--- config.mk ---
export PLATFORM = sky130hd
export DESIGN_NAME = ocs_top
export DESIGN_NICKNAME = d
export VERILOG_FILES = /design/src/ocs_ovr_stretch.sv /design/src/ocs_top.sv
export SDC_FILE = /design/constraint.sdc
export NUM_CORES = 1
export LEC_CHECK = 0
export ABC_AREA = 1
export BUFFER_PORTS_ARGS = -buffer_cell sky130_fd_sc_hd__buf_2
export CAP_MARGIN = 20
export CORE_ASPECT_RATIO = 1.5
export CORE_UTILIZATION = 51
export CTS_CLUSTER_DIAMETER = 80
export DETAILED_ROUTE_END_ITERATION = 7
export HOLD_SLACK_MARGIN = 0.15
export PLACE_DENSITY = 0.88
export SETUP_SLACK_MARGIN = 0.02
export SYNTH_ARGS = -nofsm -noshare
export SYNTH_HDL_FRONTEND = slang
export SYNTH_SLANG_ARGS = --single-unit
export TNS_END_PERCENT = 100
--- constraint.sdc ---
create_clock -name clk_sys -period 1.3 [get_ports clk_sys]
set_clock_uncertainty 0.15 [all_clocks]
set_input_delay 0.26 -clock clk_sys [delete_from_list [all_inputs] [get_ports clk_sys]]
set_output_delay 0.26 -clock clk_sys [all_outputs]
set_load 0.01 [all_outputs]
--- src/ocs_ovr_stretch.sv ---
// shared constants for the over-range and clock-out block, plus the per-channel pulse stretcher
// assumes sample magnitudes arrive synchronous to clk_sys, one per cycle
package ocs_pkg;
   localparam int OCS_MAG_W = 9;
   localparam int OCS_LEN_W = 8;
   localparam int OCS_NUM_CH = 4;
   localparam int OCS_CH_DUAL = 2;
   localparam int OCS_CH_QUAD = 4;
   localparam logic [1:0] OCS_SEL_OFF = 2'h0;
   localparam logic [1:0] OCS_SEL_DIV1 = 2'h1;
   localparam logic [1:0] OCS_SEL_DIV2 = 2'h2;
   localparam logic [1:0] OCS_SEL_DIV4 = 2'h3;
   localparam logic OCS_RST_LOW = 1'b0;
endpackage

`timescale 1ns/10ps
`default_nettype none

module ocs_ovr_stretch
#(
   parameter int MAG_W = ocs_pkg::OCS_MAG_W,
   parameter int LEN_W = ocs_pkg::OCS_LEN_W
)
(
   input wire logic clk_sys,
   input wire logic rst,
   input wire logic enable,
   input wire logic [MAG_W-1:0] magnitude,
   input wire logic [MAG_W-1:0] threshold,
   input wire logic [LEN_W-1:0] min_len,
   output logic flag
);
   import ocs_pkg::*;

   localparam logic [LEN_W-1:0] ONE = LEN_W'(1);
   localparam logic [LEN_W-1:0] ZERO = LEN_W'(0);

   logic [LEN_W-1:0] cnt_q;
   logic [LEN_W-1:0] cnt_d;
   logic flag_q;
   logic flag_d;
   logic over;

   // =========================================
   // detect and stretch
   always_comb
   begin
      over = enable && (magnitude > threshold);
      flag_d = over || (cnt_q > ONE);
      if (over)
      begin
         cnt_d = min_len;
      end
      else if (cnt_q != ZERO)
      begin
         cnt_d = cnt_q - ONE;
      end
      else
      begin
         cnt_d = ZERO;
      end
   end

   always_ff @(posedge clk_sys or posedge rst)
   begin
      if (rst)
      begin
         cnt_q <= ZERO;
         flag_q <= OCS_RST_LOW;
      end
      else
      begin
         cnt_q <= cnt_d;
         flag_q <= flag_d;
      end
   end

   assign flag = flag_q;
endmodule

`default_nettype wire

--- src/ocs_top.sv ---
// over-range status outputs with channel C/D auxiliary reference-clock outputs
// assumes pll_ref_in is sampled as a synchronous level on clk_sys; its copies change on clk_sys edges
// What this block does
// - over-range output goes high while channel magnitude exceeds programmed threshold
// - once high, output stays high at least the programmed pulse length
// - channel B over-range works only in quad and dual variants
// - channel C over-range detection exists only in quad variant
// - channel C becomes clock output when selected by pins or override, PLL enabled
// - select zero or clock disabled makes channel C carry its over-range flag
// - select 1 copies reference, 2 divides by two, 3 divides by four
// - clock appears from reset with no register access when pins select it
// - channel D carries clock only while channel C carries clock
// - power-down stops reference output and both auxiliary clock outputs
`timescale 1ns/10ps
`default_nettype none

module ocs_top
#(
   parameter int NUM_CH = ocs_pkg::OCS_NUM_CH,
   parameter int MAG_W = ocs_pkg::OCS_MAG_W,
   parameter int LEN_W = ocs_pkg::OCS_LEN_W
)
(
   input wire logic clk_sys,
   input wire logic rst,
   input wire logic [MAG_W-1:0] magnitude_a,
   input wire logic [MAG_W-1:0] magnitude_b,
   input wire logic [MAG_W-1:0] magnitude_c,
   input wire logic [MAG_W-1:0] magnitude_d,
   input wire logic [MAG_W-1:0] over_range_threshold,
   input wire logic [LEN_W-1:0] over_range_min_pulse_len,
   input wire logic [1:0] aux_clock_select_pins,
   input wire logic clock_override_en,
   input wire logic [1:0] clock_override_sel_c,
   input wire logic [1:0] clock_override_sel_d,
   input wire logic clock_out_disable,
   input wire logic pll_enable_pin,
   input wire logic power_down_pin,
   input wire logic pll_ref_in,
   output logic over_range_out_a,
   output logic over_range_out_b,
   output logic over_range_or_clock_out_c,
   output logic over_range_or_clock_out_d,
   output logic pll_reference_clock_out
);
   import ocs_pkg::*;

   localparam logic EN_B = (NUM_CH >= OCS_CH_DUAL);
   localparam logic EN_QUAD = (NUM_CH == OCS_CH_QUAD);

   logic flag_a;
   logic flag_b;
   logic flag_c;
   logic flag_d;

   // =========================================
   // per-channel detectors
   ocs_ovr_stretch #(.MAG_W(MAG_W), .LEN_W(LEN_W)) u_ch_a
   (
      .clk_sys(clk_sys),
      .rst(rst),
      .enable(1'b1),
      .magnitude(magnitude_a),
      .threshold(over_range_threshold),
      .min_len(over_range_min_pulse_len),
      .flag(flag_a)
   );

   ocs_ovr_stretch #(.MAG_W(MAG_W), .LEN_W(LEN_W)) u_ch_b
   (
      .clk_sys(clk_sys),
      .rst(rst),
      .enable(EN_B),
      .magnitude(magnitude_b),
      .threshold(over_range_threshold),
      .min_len(over_range_min_pulse_len),
      .flag(flag_b)
   );

   ocs_ovr_stretch #(.MAG_W(MAG_W), .LEN_W(LEN_W)) u_ch_c
   (
      .clk_sys(clk_sys),
      .rst(rst),
      .enable(EN_QUAD),
      .magnitude(magnitude_c),
      .threshold(over_range_threshold),
      .min_len(over_range_min_pulse_len),
      .flag(flag_c)
   );

   ocs_ovr_stretch #(.MAG_W(MAG_W), .LEN_W(LEN_W)) u_ch_d
   (
      .clk_sys(clk_sys),
      .rst(rst),
      .enable(EN_QUAD),
      .magnitude(magnitude_d),
      .threshold(over_range_threshold),
      .min_len(over_range_min_pulse_len),
      .flag(flag_d)
   );

   // =========================================
   // reference dividers
   // they keep running in power-down so re-enabled clocks need no restart
   logic ref_prev_q;
   logic ref_prev_d;
   logic div2_q;
   logic div2_d;
   logic div4_q;
   logic div4_d;

   always_comb
   begin
      ref_prev_d = pll_ref_in;
      div2_d = div2_q;
      div4_d = div4_q;
      // the rising edge of the reference is seen in the same cycle that pll_ref_in first reads high
      if (pll_ref_in && !ref_prev_q)
      begin
         div2_d = !div2_q;
         if (!div2_q)
         begin
            div4_d = !div4_q;
         end
      end
   end

   always_ff @(posedge clk_sys or posedge rst)
   begin
      if (rst)
      begin
         ref_prev_q <= OCS_RST_LOW;
         div2_q <= OCS_RST_LOW;
         div4_q <= OCS_RST_LOW;
      end
      else
      begin
         ref_prev_q <= ref_prev_d;
         div2_q <= div2_d;
         div4_q <= div4_d;
      end
   end

   // =========================================
   // clock source select
   logic [1:0] sel_c;
   logic [1:0] sel_d;
   logic clk_c_on;
   logic clk_c_val;
   logic clk_d_val;

   function automatic logic pick_clk(input logic [1:0] sel, input logic r, input logic d2, input logic d4);
      logic v;
      v = 1'b0;
      unique case (sel)
         OCS_SEL_OFF: v = 1'b0;
         OCS_SEL_DIV1: v = r;
         OCS_SEL_DIV2: v = d2;
         OCS_SEL_DIV4: v = d4;
      endcase
      return v;
   endfunction

   always_comb
   begin
      // pins act straight from reset; override only when software asks
      sel_c = clock_override_en ? clock_override_sel_c : aux_clock_select_pins;
      // without override channel D follows the reference as a plain copy
      sel_d = clock_override_en ? clock_override_sel_d : OCS_SEL_DIV1;
      clk_c_on = (sel_c != OCS_SEL_OFF) && !clock_out_disable && pll_enable_pin && !power_down_pin;
      clk_c_val = pick_clk(sel_c, pll_ref_in, div2_q, div4_q);
      clk_d_val = pick_clk(sel_d, pll_ref_in, div2_q, div4_q);
   end

   // =========================================
   // output registers
   logic out_a_q;
   logic out_a_d;
   logic out_b_q;
   logic out_b_d;
   logic out_c_q;
   logic out_c_d;
   logic out_d_q;
   logic out_d_d;
   logic ref_out_q;
   logic ref_out_d;

   always_comb
   begin
      out_a_d = flag_a;
      out_b_d = flag_b;
      out_c_d = clk_c_on ? clk_c_val : flag_c;
      out_d_d = clk_c_on ? clk_d_val : flag_d;
      ref_out_d = pll_enable_pin && !power_down_pin && pll_ref_in;
   end

   always_ff @(posedge clk_sys or posedge rst)
   begin
      if (rst)
      begin
         out_a_q <= OCS_RST_LOW;
         out_b_q <= OCS_RST_LOW;
         out_c_q <= OCS_RST_LOW;
         out_d_q <= OCS_RST_LOW;
         ref_out_q <= OCS_RST_LOW;
      end
      else
      begin
         out_a_q <= out_a_d;
         out_b_q <= out_b_d;
         out_c_q <= out_c_d;
         out_d_q <= out_d_d;
         ref_out_q <= ref_out_d;
      end
   end

   assign over_range_out_a = out_a_q;
   assign over_range_out_b = out_b_q;
   assign over_range_or_clock_out_c = out_c_q;
   assign over_range_or_clock_out_d = out_d_q;
   assign pll_reference_clock_out = ref_out_q;
endmodule

`default_nettype wire

==> results of run 1 <==
[stage by stage]
step           setup WS [ns]  TNS [ns]  instance area, sq um  cells  hold WS, ns
4_1_cts              -0.0829     -1.98                  5540    759        0.172
3_5_place_dp          -0.472    -15.87                  4390    714       0.0845
3_3_place_gp          -0.400    -13.74                  4390    714       0.0817
2_1_floorplan         -0.189     -6.48                  3760    528        0.114
[cell families after synthesis]
kind of cell	count (synthesis)	share of synthesized area
xor gates and xnor gates	2	0.00467
buffers and inverters	80	0.0801
and+or+nand+nor	315	0.406
adders and majority gates	48	0.160
AOI/OAI and AO/OA	39	0.0557
DFF	44	0.294
[what timing repair did]
action,4_1_cts
resized for setup,144
pin swaps,74
setup buffers,15
hold buffers,12
gates cloned,10
setup endpoints to repair,36
endpoints found under the hold margin,77
[per-layer routing]
metal	overflow	GRT usage
met2	0	0.891
met1	0	0.721
met3	0	0.587
met4	1	0.724
met5	0	0.274
==> impl_metrics.toml, run 1 <==
[run_status]
outcome = "did not finish"
failing_step = "global routing"
error = "[ERROR GRT-0232] Routing congestion too high. Check the congestion heatmap in the GUI."

[global_routing]
overflow = 1
globalRouteTotalUtil = 0.731
grt_max_degree = 27

[place]
place_congestion = 0.920
dp_hpwl_mm = 7.55
port-buffer-count = 70

[synthesis]
synth_top_cell_by_area = "dfrtp_1"
yosysTopAreaCellShare = 0.294
seq_area_frac_synth = 0.294
yosys_warnings = 0
yosysMostFrequentCell = "nand2_1"
synth.ff_latch_count = 44
syn_nets = 642
syn_avg_cell_area_sq_um = 7.10
synth_area_leaders = "dfrtp_1 29%, nand2_1 17%, ha_1 16%"
synthFlopType = "dfrtp_1"
synth_edf_count = 0
postSynthCellCount = 528
async_reset_ff_frac = 1.00
ys_top_cells_by_count = "169 x nand2_1, 76 x inv_1, 52 x nor2_1"
synthesis.area_sq_mm = 0.00375
synth_cell_types = 25

[floorplan]
die_h_um = 107
rows = 37
die_x_um = 72
start_util = 0.536
pin_count = 71

[timing]
endpoint_type = "register input"
worst_endpoint = "u_ch_d.cnt_q[6]$_DFF_PP0_/D"

[clock_tree]
cts_num_sinks = 44
htreeDepth = 2
cts_max_path_buffers = 2
cts_inserted_buffers = 5
cts_root_buffer = "clkbuf_8"
==> run 2: changes to the inputs <==
--- a/config.mk
+++ b/config.mk
@@ -8,13 +8,9 @@
 export ABC_AREA = 1
 export BUFFER_PORTS_ARGS = -buffer_cell sky130_fd_sc_hd__buf_2
 export CAP_MARGIN = 20
-export CORE_ASPECT_RATIO = 1.5
-export CORE_UTILIZATION = 51
-export CTS_CLUSTER_DIAMETER = 80
+export CORE_UTILIZATION = 40
 export DETAILED_ROUTE_END_ITERATION = 7
-export HOLD_SLACK_MARGIN = 0.15
-export PLACE_DENSITY = 0.88
-export SETUP_SLACK_MARGIN = 0.02
+export PLACE_DENSITY_LB_ADDON = 0.15
 export SYNTH_ARGS = -nofsm -noshare
 export SYNTH_HDL_FRONTEND = slang
 export SYNTH_SLANG_ARGS = --single-unit
==> constraint.sdc (replaced) <==
create_clock -name clk_sys -period 1.69 [get_ports clk_sys]
set_clock_uncertainty 0.15 [all_clocks]
set_input_delay 0.338 -clock clk_sys [delete_from_list [all_inputs] [get_ports clk_sys]]
set_output_delay 0.338 -clock clk_sys [all_outputs]
set_load 0.01 [all_outputs]
==> run 2 against run 1 <==
The run now ends clean. Synthesized cell count unchanged. Area after synthesis unchanged.
==> impl_metrics.toml, run 2 <==
[floorplan]
pin_count = 71
start_util = 0.422
core_area_sq_mm = 0.00889
rows = 34
die_x_um = 98.8
dieArea_sq_mm = 0.00976
die_h_um = 98.8

[clock_tree]
cts_max_path_buffers = 2
htreeDepth = 2
cts_root_buffer = "clkbuf_8"
cts_inserted_buffers = 5
cts.clk_slew.worst_paths_ns = 0.08
cts_num_sinks = 44
clkLatencyLatePin_ns = 0.29
cts_tree = "done"

[synthesis]
async_reset_ff_frac = 1.00
synth_edf_count = 0
syn_nets = 642
synth.ff_latch_count = 44
ys_top_cells_by_count = "169 x nand2_1, 76 x inv_1, 52 x nor2_1"
syn_avg_cell_area_sq_um = 7.10
yosys_warnings = 0
synth_cell_types = 25
synthesis.area_sq_mm = 0.00375
synth_area_leaders = "dfrtp_1 29%, nand2_1 17%, ha_1 16%"
synthFlopType = "dfrtp_1"
yosysMostFrequentCell = "nand2_1"
synth_top_cell_by_area = "dfrtp_1"
seq_area_frac_synth = 0.294
yosysTopAreaCellShare = 0.294
postSynthCellCount = 528

[worst_setup_path]
rr_endpoint = "u_ch_c.cnt_q[7]"
rr_worst_depth = 9
critPathMaxFanout = 9
worstSetupPathType = "in2reg"
timing.rr.start = "u_ch_c.cnt_q[0]"
worstPathArrival_ns = 1.59
start_kind = "input port"
r2r_slack_ns = 0.17
crit_required_ns = 1.73
setup.worst_path.end_class = "flip-flop"

[timing]
worst_pin_slew_ns = 0.329
rsz0062_at_grt = "false"
min_period_ns = 1.56
slew_headroom = 0.778
min_period_over_period = 0.921
hold_slack_ns = 0.130
final-setup-viol-count = 0
fmax_mhz = 642
finalHoldViolCount = 0
timing.final.max_slew_violations = 0

[power]
power_frac_comb = 0.469
power.share.sequential = 0.365
p_per_area_mw_per_mm2 = 953
switchingPower_mw = 1.77
peakVddDrop_v = 0.000355
p_sw_frac = 0.422
design_power_total_mw = 4.19
p_leak_nw = 2.42
p_int_mw = 2.42
power_frac_clock = 0.165

[worst_hold_path]
holdCritStartpoint = "power_down_pin"
holdPathEnd = "pll_reference_clock_out"
hp-class = "in2reg"
holdPathStages = 4

[global_routing]
grt_pass1_vias = 3347
grt_pass1_wl_mm = 15.1
overflow = 0
globalRouteTotalUtil = 0.191
grt_max_degree = 45
grt_antenna_before_repair = 0

[layout]
area_delta_synth_final_pct = 17.4
mostFrequentLayoutCells = "169 x nand2_1, 75 x inv_1, 70 x buf_2"
layout_commonest_cell = "nand2_1"
fill_cells = 892
drive_above_1_share = 0.206
fin_area_sq_mm = 0.00440
num-nets-final = 724
final_util = 0.495
num_antenna_cells = 0

[place]
dp_hpwl_mm = 7.00
place_congestion = 0.800
port-buffer-count = 70
place_area_sq_mm = 0.00428

[drt]
drtIter0Drc = 139
ant_nets = 0
vias_per_cell = 4.75
dr.pass1.iters = 4
drc = 0
finalWirelength_mm = 8.55
wl_per_cell_um = 11.9
vias = 3414

[flow_run]
max_cap_viol_count = 0

[run_status]
outcome = "finished clean"
-- run 2: logic make-up (layout without fill, tap and decap cells) --
logic type	after synthesis	count (layout)	synth area share
AO/OA/AOI/OAI	39	39	0.0557
flip-flops	44	44	0.294
buffers and inverters	80	163	0.0801
AND/OR/NAND/NOR	315	315	0.406
adder cells (fa/ha/maj)	48	48	0.160
XOR/XNOR	2	2	0.00467
-- run 2: area by class of cell --
| class | count | area, sq um | share of cell area |
|---|---|---|---|
| repair buffers | 75 | 418 | 0.0950 |
| multi-input cells | 404 | 2350 | 0.535 |
| clock inverters | 1 | 7.51 | 0.00171 |
| well taps | 108 | 135 | 0.0307 |
| clock buffers | 7 | 86.3 | 0.0196 |
| flip-flops and latches | 44 | 1100 | 0.250 |
| inverters | 80 | 300 | 0.0682 |
-- run 2: per-layer routing --
metal  up-vias  wire, um  track usage
li1       1822         -            -
met1      1504      3970        0.249
met2        79      4140        0.335
met3         9       326       0.0305
met4         0       107       0.0379
met5         -         0            0
-- run 2: worst max path at each step --
stage / slack [ns] / from / end / depth (start not counted)
2_1_floorplan: 0.10 / over_range_threshold[4] / u_ch_d.cnt_q[2] / 9
3_3_place_gp: -0.15 / over_range_threshold[8] / u_ch_c.flag / 9
3_5_place_dp: -0.17 / over_range_threshold[4] / u_ch_d.cnt_q[6] / 10
4_1_cts: 0.14 / u_ch_a.cnt_q[0] / u_ch_a.cnt_q[2] / 6
5_1_grt: 0.02 / u_ch_a.cnt_q[0] / u_ch_a.cnt_q[7] / 9
6_report: 0.13 / over_range_threshold[4] / u_ch_d.cnt_q[2] / 10
-- run 2: power groups by stage --
| stage | Clock, mW | Sequential, mW | Combinational [mW] |
|---|---|---|---|
| global placement | 0 | 1.55 | 1.89 |
| detailed placement | 0 | 1.55 | 1.96 |
| CTS | 0.715 | 1.53 | 1.97 |
| global route | 0.760 | 1.57 | 2.32 |
| floorplan | 0 | 1.51 | 1.51 |
| finish | 0.694 | 1.53 | 1.97 |
-- run 2: metrics by stage --
step,setup WS (ns),setup TNS (ns),cells
3_5_place_dp,-0.174,-5.34,709
4_1_cts,0.141,0,718
5_1_grt,0.0174,0,719
6_report,0.133,0,719
2_1_floorplan,0.105,0,528
3_3_place_gp,-0.147,-4.21,709
-- run 2: timing repair --
item | CTS | global route
hold buffers | 1 | 1
endpoints found under the hold margin | 44 | 1
resized for setup | 0 | 3
setup endpoints to repair | 0 | 2
setup buffers | 0 | 0
-- run 2: worst max-delay path: stages --
cell      delay [ns]
buf_2           0.07
inv_1           0.08
ha_1            0.30
nand2_1         0.08
nor2_2          0.18
nand3b_1        0.14
nand3_4         0.16
nand2_4         0.11
nand2_1         0.08
nand2_1         0.05
Power figures use the tool's default switching activity.
==> run 3: changes to the inputs <==
==> constraint.sdc (replaced) <==
create_clock -name clk_sys -period 1.5 [get_ports clk_sys]
set_clock_uncertainty 0.15 [all_clocks]
set_input_delay 0.3 -clock clk_sys [delete_from_list [all_inputs] [get_ports clk_sys]]
set_output_delay 0.3 -clock clk_sys [all_outputs]
set_load 0.01 [all_outputs]
==> run 3 against run 2 <==
Sequential share of layout area down 4.7 points. Worst hold slack worse by 0.054 ns. Non-clock buffer count is 29 higher. Via count up 11%. Critical endpoint is now u_ch_b.cnt_q[6]. Cell area up 23%. Die area did not move. Final cell count rose by 5.6%. Sequential power rose by 16%. Power is 35% higher. Count of clock-buffer cells in the layout fell by 2. Global-route usage is 0.12 points lower.
==> impl_metrics.toml, run 3 (synthesis results as in run 2) <==
[drt]
met1_length_mm = 4.66
wl_per_cell_um = 13.8
highest_layer = "met4"
drc = 0
wl_met2_mm = 5.17
wl_met3_um = 457
dr.pass1.iters = 4
drtIter0Drc = 176
vias = 3803
finalWirelength_mm = 10.5
ant_nets = 0
vias_per_cell = 5.01

[worst_hold_path]
hp-class = "in2reg"

[floorplan]
die_x_um = 98.8
start_util = 0.422
pin_count = 71
core_area_sq_mm = 0.00889
rows = 34
dieArea_sq_mm = 0.00976
die_h_um = 98.8

[layout]
num_antenna_cells = 0
num-nets-final = 764
area_delta_synth_final_pct = 44.7
fin_area_sq_mm = 0.00542
drive_above_1_share = 0.398
multiInputGateArea_sq_mm = 0.00307
regArea_sq_mm = 0.00110
mostFrequentLayoutCells = "143 x nand2_1, 66 x buf_2, 55 x inv_1"
layout_commonest_cell = "nand2_1"
fill_cells = 790
final_util = 0.610

[worst_setup_path]
crit_slowest_cell = "ha_4"
critPathMaxFanout = 6
worstPathArrival_ns = 1.55
max_stage_delay_ns = 0.27
critPathTopFamily = "simple AND/OR/NAND/NOR gates"
path_cells = "buf_6 -> inv_8 -> ha_4 -> nand2_4 -> nor2_4 -> nand3_4 -> nand3_4 -> nand2_8 -> nand2_2 -> nand2_1"
worstSetupPathType = "in2reg"
crit_required_ns = 1.56
cp_num_buf_inv = 2
setup.worst_path.end_class = "flip-flop"
crit_top_cell = "nand3_4"
start_kind = "input port"

[timing]
final-setup-viol-count = 0
min_period_ns = 1.49
finalHoldViolCount = 0
timing.final.max_slew_violations = 0
fmax_mhz = 670
worst_slack_ns = 0.00833
hold_slack_ns = 0.0754
rsz0062_at_grt = "true"
min_period_over_period = 0.994
slew_headroom = 0.771
worst_pin_slew_ns = 0.339

[clock_tree]
cts_tree = "done"
cts_inserted_buffers = 5
htreeDepth = 2
clkLatencyLatePin_ns = 0.31
cts_max_path_buffers = 2
cts_num_sinks = 44
cts.clk_slew.worst_paths_ns = 0.09
cts_root_buffer = "clkbuf_8"

[global_routing]
grt_pass1_wl_mm = 15.0
grt_antenna_before_repair = 0
globalRouteTotalUtil = 0.190
overflow = 0
grt_pass1_vias = 3428
grt_max_degree = 45

[place]
pre_cts_ws_ns = -0.335
port-buffer-count = 70
place_congestion = 0.747
dp_hpwl_mm = 6.75
place_area_sq_mm = 0.00436

[power]
power_frac_clock = 0.171
power.share.sequential = 0.312
power_frac_comb = 0.518
peakVddDrop_v = 0.000458
p_sw_frac = 0.436
design_power_total_mw = 5.67
p_leak_nw = 2.76
p_int_mw = 3.20
switchingPower_mw = 2.47
p_per_area_mw_per_mm2 = 1050

[flow_run]
max_cap_viol_count = 0

[run_status]
outcome = "finished clean"
run 3: changes by cell type in the layout (fill, tap and decap cells not counted), moves of 5 or more:
cell / change
inv_1: -20
ha_1: -22
ha_4: +22
nor2_1: -7
inv_2: +14
inv_4: +5
nand3_4: +5
nand2_4: +8
nand2_1: -26
buf_4: +26
nand3_1: -12
nand2_2: +19
buf_6: +6
nand3_2: +12
run 3: worst paths after layout:
path / startpoint / end / slack [ns] / depth (start not counted)
worst max-delay path: over_range_threshold[8] / u_ch_b.cnt_q[6] / 0.008 / 10
worst min-delay path: power_down_pin / pll_reference_clock_out / 0.08 / 4
worst max register to register: u_ch_a.cnt_q[2] / u_ch_a.cnt_q[6] / 0.03 / 8
worst min register to register: u_ch_b.flag / over_range_out_b / 0.21 / 0
max in group asynchronous: rst / u_ch_b.cnt_q[0] / 0.58 / 4
min in group asynchronous: rst / ref_prev_q / 0.41 / 4
run 3: routing by layer:
metal | vias up | global-route usage
met3 | 22 | 0.0262
met2 | 102 | 0.345
met5 | - | 0
li1 | 1936 | -
met1 | 1743 | 0.232
met4 | 0 | 0.0597
run 3: worst min-delay path, cell delays in order:
cell and delay [ns]:
buf_2 0.07, nor2_1 0.03, inv_1 0.06, nor2_1 0.04
run 3: final cells by class:
cell class | count | share of cell area
clock buffers | 5 | 0.0127
repair buffers | 104 | 0.126
well taps | 108 | 0.0249
inverters | 80 | 0.0591
clock inverters | 3 | 0.00854
multi-input cells | 415 | 0.566
flip-flops and latches | 44 | 0.203
run 3: power by group through the flow:
stage	clock, mW	combinational [mW]	sequential (mW)
5_1_grt	1.02	3.33	1.79
3_3_place_gp	0	2.23	1.75
4_1_cts	0.974	2.32	1.73
2_1_floorplan	0	1.71	1.70
3_5_place_dp	0	2.28	1.75
6_report	0.969	2.93	1.77
run 3: repair_timing:
| item | CTS | global route |
|---|---|---|
| resized for setup | 3 | 133 |
| setup buffers | 1 | 21 |
| pin swaps | 0 | 40 |
| hold buffers | 2 | 0 |
| gates cloned | 0 | 11 |
| hold endpoints to repair | 45 | 0 |
| endpoints found under the setup margin | 3 | 36 |
run 3: stage by stage:
stage / setup TNS, ns / instances
6_report: 0 / 759
5_1_grt: -0.504 / 759
4_1_cts: 0 / 727
3_5_place_dp: -10.49 / 716
3_3_place_gp: -9.55 / 716
2_1_floorplan: -0.739 / 528
